===== config.mk =====
export PLATFORM = sky130hd
export DESIGN_NAME = cie_exec
export DESIGN_NICKNAME = d
export VERILOG_FILES = /design/src/cie_pkg.sv /design/src/cie_alu_if.sv /design/src/cie_alu.sv /design/src/cie_exec.sv
export VERILOG_INCLUDE_DIRS = /design/src
export SDC_FILE = /design/constraint.sdc
export NUM_CORES = 1
export LEC_CHECK = 0
export BUFFER_PORTS_ARGS = -buffer_cell sky130_fd_sc_hd__clkbuf_2
export CAP_MARGIN = 20
export CORE_ASPECT_RATIO = 2
export CORE_UTILIZATION = 52
export CTS_CLUSTER_DIAMETER = 60
export DETAILED_ROUTE_END_ITERATION = 16
export GPL_ROUTABILITY_DRIVEN = 0
export PLACE_DENSITY = 0.74
export SLEW_MARGIN = 10
export SYNTH_ARGS = -nofsm -noshare
export SYNTH_HDL_FRONTEND = slang
export SYNTH_SLANG_ARGS = --single-unit

===== constraint.sdc =====
create_clock -name i_core_clk -period 3.4 [get_ports i_core_clk]
set_clock_uncertainty 0.05 [all_clocks]
set_input_delay 0.34 -clock i_core_clk [delete_from_list [all_inputs] [get_ports i_core_clk]]
set_output_delay 0.34 -clock i_core_clk [all_outputs]
set_load 0.02 [all_outputs]

===== src/cie_consts.svh =====
// Purpose: Constant values for the instruction subset execution block.
// Assumes: Included by bare name; definitions only.
// Notes:   Status flag positions, opcode values, address limits and reset values.
`ifndef CIE_CONSTS_SVH
`define CIE_CONSTS_SVH

`define CIE_FLAG_C        0
`define CIE_FLAG_DC       1
`define CIE_FLAG_Z        2
`define CIE_FLAG_OV       3
`define CIE_FLAG_N        4

`define CIE_OPC_ADD_LIT   8'h0f
`define CIE_OPC_ADD_FILE  6'h09
`define CIE_OPC_DEC_FILE  6'h01
`define CIE_OPC_DEC_ADJ   16'h0007
`define CIE_OPC_BIT_SET   4'h8
`define CIE_OPC_FILL      7'h34

`define CIE_IDX_MAX       8'h5f
`define CIE_SFR_PAGE      4'hf
`define CIE_LOW_PAGE      4'h0

`define CIE_ACC_RST       8'h00
`define CIE_STATUS_RST    5'h00
`define CIE_BCD_MAX       5'h09
`define CIE_BCD_FIX       5'h06

`endif


===== src/cie_pkg.sv =====
// Purpose: Types shared by the instruction subset execution block.
// Assumes: Nothing is imported; users write cie_pkg::name.
// Notes:   State codes are Gray along the Q1 to Q4 path.
package cie_pkg;

    typedef enum logic [2:0] {
        op_add  = 3'h0,
        op_dec  = 3'h1,
        op_daw  = 3'h2,
        op_bset = 3'h3,
        op_fill = 3'h4,
        op_none = 3'h5
    } cie_op_t;

    typedef enum logic [2:0] {
        st_idle = 3'h0,
        st_q1   = 3'h1,
        st_q2   = 3'h3,
        st_q3   = 3'h2,
        st_q4   = 3'h6
    } cie_state_t;

endpackage


===== src/cie_alu_if.sv =====
// Purpose: Carrier between the sequencer and the arithmetic unit.
// Assumes: Purely combinational traffic within one clock cycle.
// Notes:   The mask marks which status flags the operation may change.
`timescale 1ns/1ps
`default_nettype none
interface cie_alu_if;
    cie_pkg::cie_op_t op;
    logic [7:0]       acc;
    logic [7:0]       operand;
    logic [2:0]       bit_sel;
    logic             c_in;
    logic             dc_in;
    logic [7:0]       result;
    logic [4:0]       flags;
    logic [4:0]       mask;

    modport seq (output op, acc, operand, bit_sel, c_in, dc_in, input result, flags, mask);
    modport alu (input op, acc, operand, bit_sel, c_in, dc_in, output result, flags, mask);
endinterface
`default_nettype wire


===== src/cie_alu.sv =====
// Purpose: Arithmetic for add, decrement, decimal adjust, bit set and fill.
// Assumes: Inputs are stable for the whole cycle in which they are sampled.
// Notes:   Decrement adds all ones, so carry reads as not-borrow.
`include "cie_consts.svh"
`timescale 1ns/1ps
`default_nettype none
module cie_alu (
    cie_alu_if.alu bus
);
    logic [8:0] sum9;
    logic [4:0] lo5;
    logic [4:0] hi5;
    logic [4:0] hi_base;
    logic [7:0] res;
    logic       c;
    logic       dc;
    logic       ov;
    logic [4:0] mask;

    always_comb begin
        sum9    = 9'h000;
        lo5     = 5'h00;
        hi5     = 5'h00;
        hi_base = 5'h00;
        res     = 8'h00;
        c       = bus.c_in;
        dc      = bus.dc_in;
        ov      = 1'b0;
        mask    = 5'h00;
        case (bus.op)
            cie_pkg::op_add: begin
                sum9 = {1'b0, bus.acc} + {1'b0, bus.operand};
                lo5  = {1'b0, bus.acc[3:0]} + {1'b0, bus.operand[3:0]};
                res  = sum9[7:0];
                c    = sum9[8];
                dc   = lo5[4];
                ov   = (bus.acc[7] == bus.operand[7]) && (res[7] != bus.acc[7]);
                mask = 5'h1f;
            end
            cie_pkg::op_dec: begin
                sum9 = {1'b0, bus.operand} + 9'h0ff;
                lo5  = {1'b0, bus.operand[3:0]} + 5'h0f;
                res  = sum9[7:0];
                c    = sum9[8];
                dc   = lo5[4];
                ov   = bus.operand[7] & ~res[7];
                mask = 5'h1f;
            end
            cie_pkg::op_daw: begin
                if ((({1'b0, bus.acc[3:0]}) > `CIE_BCD_MAX) || bus.dc_in) begin
                    lo5 = {1'b0, bus.acc[3:0]} + `CIE_BCD_FIX;
                end else begin
                    lo5 = {1'b0, bus.acc[3:0]};
                end
                // The low-digit correction carry is the digit carry fed upward.
                hi_base = {1'b0, bus.acc[7:4]} + {4'h0, lo5[4]};
                if ((hi_base > `CIE_BCD_MAX) || bus.c_in) begin
                    hi5 = hi_base + `CIE_BCD_FIX;
                end else begin
                    hi5 = hi_base;
                end
                res  = {hi5[3:0], lo5[3:0]};
                c    = bus.c_in | hi5[4] | hi_base[4];
                mask = 5'h01 << `CIE_FLAG_C;
            end
            cie_pkg::op_bset: begin
                res  = bus.operand | (8'h01 << bus.bit_sel);
            end
            cie_pkg::op_fill: begin
                res  = 8'hff;
            end
            default: begin
                res  = bus.operand;
            end
        endcase
    end

    always_comb begin
        bus.result               = res;
        bus.mask                 = mask;
        bus.flags                = 5'h00;
        bus.flags[`CIE_FLAG_C]   = c;
        bus.flags[`CIE_FLAG_DC]  = dc;
        bus.flags[`CIE_FLAG_Z]   = (res == 8'h00);
        bus.flags[`CIE_FLAG_OV]  = ov;
        bus.flags[`CIE_FLAG_N]   = res[7];
    end
endmodule
`default_nettype wire


===== src/cie_exec.sv =====
// Purpose: Decode and execute a subset of an 8-bit core's instructions.
// Assumes: Data memory answers a read one cycle after o_mem_rd.
// Notes:   Each instruction walks Q1 decode, Q2 read, Q3 process, Q4 write.
//          Two-word instructions are not handled; only their first word is decoded.
// Operation
// - Opcode 001001da adds accumulator to file register at 8-bit address.
// - Opcode 000001da decrements file register, updating C, DC, N, OV, Z.
// - Destination bit 0 writes accumulator; 1 writes back to the file.
// - Access bit 0 selects access bank; 1 uses bank select register.
// - Access bit 0, extended set on, address at most 95: indexed offset.
// - Indexed add sums accumulator and byte at pointer two plus k.
// - Indexed bit set sets bit b of byte at pointer two plus k.
// - Indexed fill writes all ones at pointer two plus k, flags kept.
// - Upper nibble gets the low-digit carry, plus six when above nine or carry set.
// - Decimal adjust fixes packed BCD in accumulator, changing only carry.
`include "cie_consts.svh"
`timescale 1ns/1ps
`default_nettype none
module cie_exec (
    input  wire logic        i_core_clk,
    input  wire logic        i_reset,
    input  wire logic        i_instr_valid,
    input  wire logic [15:0] i_instr,
    input  wire logic        i_ext_set_en,
    input  wire logic [3:0]  i_bank_select_reg,
    input  wire logic [11:0] i_pointer_reg_two,
    input  wire logic [7:0]  i_mem_rdata,
    output logic             o_instr_ready,
    output logic [11:0]      o_mem_addr,
    output logic             o_mem_rd,
    output logic             o_mem_we,
    output logic [7:0]       o_mem_wdata,
    output logic [7:0]       o_acc,
    output logic [4:0]       o_status,
    output logic             o_unsupported,
    output logic             o_retire
);
    // Indexed form applies only to access-bank operands in the low window.
    function automatic logic is_indexed(input logic [7:0] f, input logic a, input logic ext);
        is_indexed = ~a & ext & (f <= `CIE_IDX_MAX);
    endfunction

    // The indexed sum wraps at twelve bits, as the pointer register itself does.
    function automatic logic [11:0] file_addr(input logic [7:0] f, input logic a,
                                              input logic ext, input logic [3:0] bank_select_reg,
                                              input logic [11:0] ptr);
        if (is_indexed(f, a, ext)) begin
            file_addr = ptr + {4'h0, f};
        end else if (a) begin
            file_addr = {bank_select_reg, f};
        end else if (f <= `CIE_IDX_MAX) begin
            file_addr = {`CIE_LOW_PAGE, f};
        end else begin
            file_addr = {`CIE_SFR_PAGE, f};
        end
    endfunction

    cie_pkg::cie_state_t state_q, state_d;
    cie_pkg::cie_op_t    op_q, op_d;
    logic [15:0] instr_q, instr_d;
    logic [11:0] addr_q, addr_d;
    logic        to_file_q, to_file_d;
    logic        rd_q, rd_d;
    logic [7:0]  result_q, result_d;
    logic [4:0]  flags_q, flags_d;
    logic [4:0]  mask_q, mask_d;
    logic [7:0]  acc_q, acc_d;
    logic [4:0]  status_q, status_d;
    logic        take;

    cie_alu_if alu_bus ();

    cie_alu u_alu (
        .bus (alu_bus)
    );

    // Ready in Q4 lets the next word be taken while this one writes back, so
    // instructions run back to back with no idle cycle between them.
    assign o_instr_ready = (state_q == cie_pkg::st_idle) || (state_q == cie_pkg::st_q4);
    assign take          = o_instr_ready & i_instr_valid;
    assign o_mem_rd      = (state_q == cie_pkg::st_q2) & rd_q;
    assign o_mem_we      = (state_q == cie_pkg::st_q4) & to_file_q & (op_q != cie_pkg::op_none);
    assign o_unsupported = (state_q == cie_pkg::st_q4) & (op_q == cie_pkg::op_none);
    assign o_retire      = (state_q == cie_pkg::st_q4);
    assign o_mem_addr    = addr_q;
    assign o_mem_wdata   = result_q;
    assign o_acc         = acc_q;
    assign o_status      = status_q;

    always_comb begin
        alu_bus.op      = op_q;
        alu_bus.acc     = acc_q;
        alu_bus.operand = rd_q ? i_mem_rdata : instr_q[7:0];
        alu_bus.bit_sel = instr_q[11:9];
        alu_bus.c_in    = status_q[`CIE_FLAG_C];
        alu_bus.dc_in   = status_q[`CIE_FLAG_DC];
    end

    always_comb begin
        state_d   = state_q;
        op_d      = op_q;
        instr_d   = instr_q;
        addr_d    = addr_q;
        to_file_d = to_file_q;
        rd_d      = rd_q;
        result_d  = result_q;
        flags_d   = flags_q;
        mask_d    = mask_q;
        case (state_q)
            cie_pkg::st_idle: begin
                if (take) begin
                    instr_d = i_instr;
                    state_d = cie_pkg::st_q1;
                end
            end
            cie_pkg::st_q1: begin
                // The address is sampled at decode so later pointer changes cannot skew it.
                addr_d    = file_addr(instr_q[7:0], instr_q[8], i_ext_set_en,
                                      i_bank_select_reg, i_pointer_reg_two);
                op_d      = cie_pkg::op_none;
                to_file_d = 1'b0;
                rd_d      = 1'b0;
                // The patterns do not overlap; a word that matches none walks all four
                // phases as a no-op, so the fetch rhythm never changes.
                if (instr_q[15:8] == `CIE_OPC_ADD_LIT) begin
                    op_d = cie_pkg::op_add;
                end else if (instr_q == `CIE_OPC_DEC_ADJ) begin
                    op_d = cie_pkg::op_daw;
                end else if (instr_q[15:10] == `CIE_OPC_ADD_FILE) begin
                    op_d      = cie_pkg::op_add;
                    rd_d      = 1'b1;
                    to_file_d = instr_q[9];
                end else if (instr_q[15:10] == `CIE_OPC_DEC_FILE) begin
                    op_d      = cie_pkg::op_dec;
                    rd_d      = 1'b1;
                    to_file_d = instr_q[9];
                end else if (instr_q[15:12] == `CIE_OPC_BIT_SET) begin
                    op_d      = cie_pkg::op_bset;
                    rd_d      = 1'b1;
                    to_file_d = 1'b1;
                end else if (instr_q[15:9] == `CIE_OPC_FILL) begin
                    op_d      = cie_pkg::op_fill;
                    to_file_d = 1'b1;
                end
                state_d = cie_pkg::st_q2;
            end
            cie_pkg::st_q2: begin
                state_d = cie_pkg::st_q3;
            end
            cie_pkg::st_q3: begin
                // Captured here so that Q4 drives memory from flip-flops, not the ALU.
                result_d = alu_bus.result;
                flags_d  = alu_bus.flags;
                mask_d   = alu_bus.mask;
                state_d  = cie_pkg::st_q4;
            end
            cie_pkg::st_q4: begin
                if (take) begin
                    instr_d = i_instr;
                    state_d = cie_pkg::st_q1;
                end else begin
                    state_d = cie_pkg::st_idle;
                end
            end
            default: begin
                state_d = cie_pkg::st_idle;
            end
        endcase
    end

    always_ff @(posedge i_core_clk or posedge i_reset) begin
        if (i_reset) begin
            state_q   <= cie_pkg::st_idle;
            op_q      <= cie_pkg::op_none;
            instr_q   <= 16'h0000;
            addr_q    <= 12'h000;
            to_file_q <= 1'b0;
            rd_q      <= 1'b0;
            result_q  <= 8'h00;
            flags_q   <= 5'h00;
            mask_q    <= 5'h00;
        end else begin
            state_q   <= state_d;
            op_q      <= op_d;
            instr_q   <= instr_d;
            addr_q    <= addr_d;
            to_file_q <= to_file_d;
            rd_q      <= rd_d;
            result_q  <= result_d;
            flags_q   <= flags_d;
            mask_q    <= mask_d;
        end
    end

    // Accumulator and flags are the program-visible state and form their own group.
    // They commit at the end of Q4 only, so a word taken in that same Q4 already
    // sees them updated when it reaches its own Q3.
    always_comb begin
        acc_d    = acc_q;
        status_d = status_q;
        if ((state_q == cie_pkg::st_q4) && (op_q != cie_pkg::op_none)) begin
            if (!to_file_q) begin
                acc_d = result_q;
            end
            // Only flags named by the mask move; bit set and fill keep all.
            status_d = (status_q & ~mask_q) | (flags_q & mask_q);
        end
    end

    always_ff @(posedge i_core_clk or posedge i_reset) begin
        if (i_reset) begin
            acc_q    <= `CIE_ACC_RST;
            status_q <= `CIE_STATUS_RST;
        end else begin
            acc_q    <= acc_d;
            status_q <= status_d;
        end
    end
endmodule
`default_nettype wire


* Yosys cells after proc, flatten, opt, wreduce, memory -nomap -nowiden
Index checks and enable logic that the tools add are counted.
Cells by class: add/subtract/negate cells 8, $mul 0, div/mod/pow operators 0, magnitude comparators 3, eq/ne operators 19, shift-type cells 1, multiplexer cells 33, bitwise operators 18, reduce and logical (&&, ||, !) cells 12
Operators with widths (number):
- $pmux 8 s5 | 1
- $mux 12 | 3
- $mux 5 | 4
- $mux 3 | 6
- $eq 16x3->1 const B | 1
- $pmux 3 s5 | 1
- $mux 1 | 13
- $add 12x8->12 | 1
- $eq 3x2->1 const B | 4
- $and 5x5->5 | 2
- $pmux 5 s2 | 1
- $add 8x8->9 | 1
- $add 8x8->9 const B | 1
- $eq 3x3->1 const B | 3
- $and 1x1->1 | 8
- $eq 8x4->1 const B | 1
- $le 8x7->1 const B | 1
- $logic_not 8->1 | 1
- $mux 8 | 1
- $or 8x8->8 | 1
- $shl 1x3->8 const A | 1
- $eq 7x6->1 const B | 1
- $eq 3x1->1 const B | 2
- $eq 6x1->1 const B | 1
- 24 further kinds | 34
Storage, ports and cells: register bits after elaboration 67, latch bits 0, bits in writable memories 0, ROM bits 0, input bits 44, output and inout port bits 38, word-level logic and storage cells 105, memories 0

* Logic depth before layout (Yosys ltp)
word-level depth 12, mapped depth 13, depth with buffers taken out 12

* Modules after synthesis
From an unflattened synthesis, not the netlist that was laid out.
Unflattened totals: cell total of the unflattened synthesis 527, area total of the unflattened synthesis 5024.8 um^2
By module, submodules not included:
- cie_exec | times used 1, cells each 305, area each 3527.1 um^2, seq. area each 1679.1 um^2
- cie_alu | times used 1, cells each 222, area each 1497.7 um^2, seq. area each 0.0 um^2

* Worst setup path after synthesis
OpenSTA, ideal clock, no wires.
path kind reg-to-reg, from reg rd_q, to reg flags_q[2], setup time 0.129 ns, arrival time 2.539 ns, required time 3.221 ns, path slack 0.682 ns, cell stages (with the launch flop) 14, path buffers 1, period minus slack after synthesis 2.718 ns, cells stage by stage dfrtp_1 > buf_6 > mux2i_2 > inv_1 > ha_1 > fa_1 > a211oi_1 > o21bai_1 > a21oi_1 > xnor2_1 > nand2_1 > a22o_1 > nand4_1 > o31ai_2
Between the ends: longest elaborated chain between the ends 4, elaborated cells between the ends (all ways) 6, those cells by class add/sub: 2; mux: 2; bitwise: 1; reduce/logical: 1
RTL lines:
- start, declared | RTL line cie_exec.sv:63 | logic rd_q, rd_d;
- start signal, assigned | RTL line cie_exec.sv:188 | rd_q <= rd_d;
- $mux 8 * | RTL line cie_exec.sv:93 | alu_bus.operand = rd_q ? i_mem_rdata : instr_q[7:0];
- $add 8x8->9 (tied with other cells) | RTL line cie_alu.sv:41 | sum9 = {1'b0, bus.operand} + 9'h0ff;
- $pmux 8 s5 * | RTL line cie_alu.sv:30 | case (bus.op)
- $logic_not 8->1 * | RTL line cie_alu.sv:84 | bus.flags[`CIE_FLAG_Z] = (res == 8'h00);
- end signal, assigned | RTL line cie_exec.sv:190 | flags_q <= flags_d;
- end, declared | RTL line cie_exec.sv:65 | logic [4:0] flags_q, flags_d;
Mark *: on every way between the ends. The rest lies on a longest branch, timed or not. A chain may end at the register's enable or synchronous reset.

* Worst setup path after layout
from reg op_q[1], in the netlist alu_bus.op[1], to reg flags_q[1]
Between the ends: longest elaborated chain between the ends 2, elaborated cells between the ends (all ways) 3, those cells by class eq/ne: 1; mux: 1; reduce/logical: 1
RTL lines:
- start, declared | RTL line cie_exec.sv:59 | cie_pkg::cie_op_t op_q, op_d;
- start signal, assigned | RTL line cie_exec.sv:174 | op_q <= cie_pkg::op_none;
- start signal, assigned | RTL line cie_exec.sv:184 | op_q <= op_d;
- $eq 3x1->1 / $logic_not 3->1 (equally long branches) | RTL line cie_alu.sv:30
- $pmux 1 s2 * | RTL line cie_alu.sv:30
Marks and branches as above.

==> run metrics <==
status finished clean; core area 8292 um^2; Post-CTS Resized 0; Syn Inst Count about 500; met3 Usage GRT under 10%; P&R area growth vs syn 17.14%; min-delay worst type input port to register; design area 5243 um^2; DP Area between 4000 and 5000 um^2; Slew @ Worst Pin 0.9254 ns; Port Buffers just over 80; Lkg Pwr 2.437 nW; CTS Sinks 63; Max Freq around 300 MHz; Yosys top cell area share between 30% and 40%; GRT Total Usage a little under a third; number of flops mapped to enable cells by yosys 0; CTS tree yes; Post-synth top flop dfrtp_1; Max Root-Sink Buffers 2; initial core utilization 53.98%; total congestion overflow 0; Via density 6.068; Synth cell types 67; slew margin rel. between 30% and 40%; CTS root buffer clkbuf_16; Fin. Hold Viols 0; Synth area leader dfrtp_1; Final period util between 90 and 100%; R2R Setup Slk between 0.1 and 0.15 ns; Slew Viols, Final 0; CTS clock-pin slew for the worst setup and hold paths about 0.060 ns; Setup Buffers After CTS 0; Ant. Diodes 0; Initial DRC Count 150; io pins approximately 80; setup violators final 0; largest net degree at the start of global routing 48; min Tclk post-route approximately 3.3 ns; Worst VDD drop 0.4949 mV; met1 Use GR between 20% and 30%; share of cells above drive strength 1 25.60%; dpl hpwl 9902 um; Core Rows 47; Startpoint Class register; Die W 67.60 um; syn_nets 575; Non-Filler Instances 680; Placed Cells incl. Taps 663; met2 Use GR a little over half; drt drc 0; syn avg cell area around 8.9 um^2; setup TNS 0 ns; hold slack roughly 0.17 ns; vias 4,126; crit path DAT 3.44 ns; CTS H-tree lvls 3; Worst setup EP type register; worst-path fanout max 16; #FFs+latches synth 63; crit path kind register to register; RSZ-0062 raised after global routing false; vias in the first global route 4,172; mapped cell area 4476 um^2; final core occ between 60% and 70%; Ys Warns 0; clk_lat worst skew 0.33 ns; Async SR Flop Fraction 100.0%; Max-cap violations 0; critical path data required time between 3 and 4 ns; wire per inst roughly 18 um; Num CTS Buffers 9; first-pass GRT wire length between 20,000 and 25,000 um; NumNets Final roughly 650; Area contributors post-synth dfrtp_1 (34%), mux2_2 (7.5%), ha_1 (7.0%); die area around 9000 um^2; Final ANT Viol Nets 0; drt pass-1 iters 5; most used routing layer in global routing met2; Chip Height about 130 um; initial antenna violation count 0; Seq/Total Area, Yosys between 30% and 40%; routed wire length approximately 13,000 um; pwr dens roughly 1100 nW/um^2
## sequential cells by signal, indices dropped and copies added, names as in the netlist, named ones only
register and count:
o_mem_wdata 8, o_mem_addr 12, mask_q 2, rd_q 1
o_acc 8, state_q 3, alu_bus.op 3, instr_q 16
flags_q 4, to_file_q 1
## where the power goes
group,switching (W),internal [W]
combinational,0.00197,0.00140
sequential,0.000537,0.00111
clock,0.000325,0.000545
total,0.00283,0.00306
## cell usage in the layout, fill, tap and decap left out, types with 4 or more instances in the layout
cell	instances
nor3_1	13
clkbuf_16	9
nor2b_1	11
o21bai_1	5
nand2_1	51
a21o_1	4
buf_4	8
a21oi_1	34
mux2_2	30
nand3_1	9
xnor2_1	7
mux2i_1	7
o211ai_1	6
a211oi_1	6
ha_1	25
a31oi_1	6
nand4_1	4
dfrtp_1	61
nor3b_1	5
nor4_1	4
o21ai_1	11
nand2b_1	8
inv_1	24
clkbuf_2	81
o21ai_0	40
nor2_1	33
xor2_1	9
## synthesized netlist by cell type, types with 3 or more instances
master,n
dfrtp_1,61
nand2_1,51
o21ai_0,40
a21oi_1,34
nor2_1,33
mux2_2,30
ha_1,25
inv_1,25
clkbuf_1,15
nor3_1,13
nor2b_1,11
o21ai_1,11
buf_2,9
nand3_1,9
xor2_1,9
nand2b_1,8
mux2i_1,7
xnor2_1,7
a211oi_1,6
a31oi_1,6
o211ai_1,6
nor3b_1,5
o21bai_1,5
a21o_1,4
nand4_1,4
nor4_1,4
a211o_1,3
and2_1,3
and3_1,3
buf_4,3
nand3b_1,3
o22ai_1,3
o31ai_1,3
or3_1,3
## what timing repair did
item                       in CTS  in global routing
hold endpoints to repair        0                  8
hold buffers                    0                  1
setup endpoints to repair       0                  0
## final timing paths
| check | from | to | depth (start not counted) |
|---|---|---|---|
| min | i_instr[11] | instr_q[11] | 3 |
| max | alu_bus.op[1] | flags_q[1] | 10 |
| max reg2reg | alu_bus.op[1] | flags_q[1] | 10 |
| min reg2reg | flags_q[3] | flags_q[3] | 2 |
| min in group asynchronous | i_reset | flags_q[1] | 3 |
| max in group asynchronous | i_reset | alu_bus.op[0] | 4 |
## final cells by class
| cell class | instances | area (um^2) |
|---|---|---|
| clock inverters | 3 | 17.52 |
| multi-input cells | 388 | 2668 |
| repair buffers | 91 | 495.5 |
| inverters | 25 | 93.84 |
| flip-flops and latches | 63 | 1579 |
| clock buffers | 12 | 266.5 |
| fillers | 740 | 3049 |
| well taps | 98 | 122.6 |
## kinds of logic (layout without fill, tap and decap cells)
kind of cell    after synthesis  count (layout)  share of synthesized area [%]
simple gates                159             159                          17.67
compound gates              145             145                          20.35
flops                        63              63                          35.28
buf+inv                      53             131                          5.116
mux                          41              41                          10.57
fa+ha+maj                    27              27                          7.884
xor+xnor                     16              16                          3.131
## critical path, cell delays in order, from the launching register on
cell and delay [ns]:
dfrtp_1 0.56, nor2_1 0.43, nand2_1 0.21, nand2_1 0.12, ha_1 0.22, nor3b_1 0.13
o21ai_0 0.16, nand2b_1 0.12, a2111oi_0 0.85, buf_4 0.24, o31ai_1 0.07
## per-layer routing
layer / vias up / wire [um]
met2: 140 / 6837
met4: 0 / 1049
li1: 1978 / -
met3: 59 / 580
met5: - / 0
met1: 1949 / 4100
## metrics by stage
step	setup WS (ns)	total power, W
2_1_floorplan	0.6820	0.004001
3_3_place_gp	0.2062	0.004847
3_5_place_dp	0.2034	0.004959
4_1_cts	0.1747	0.005850
5_1_grt	0.06386	0.006321
6_report	0.1114	0.005891
Power figures use the tool's default switching activity.
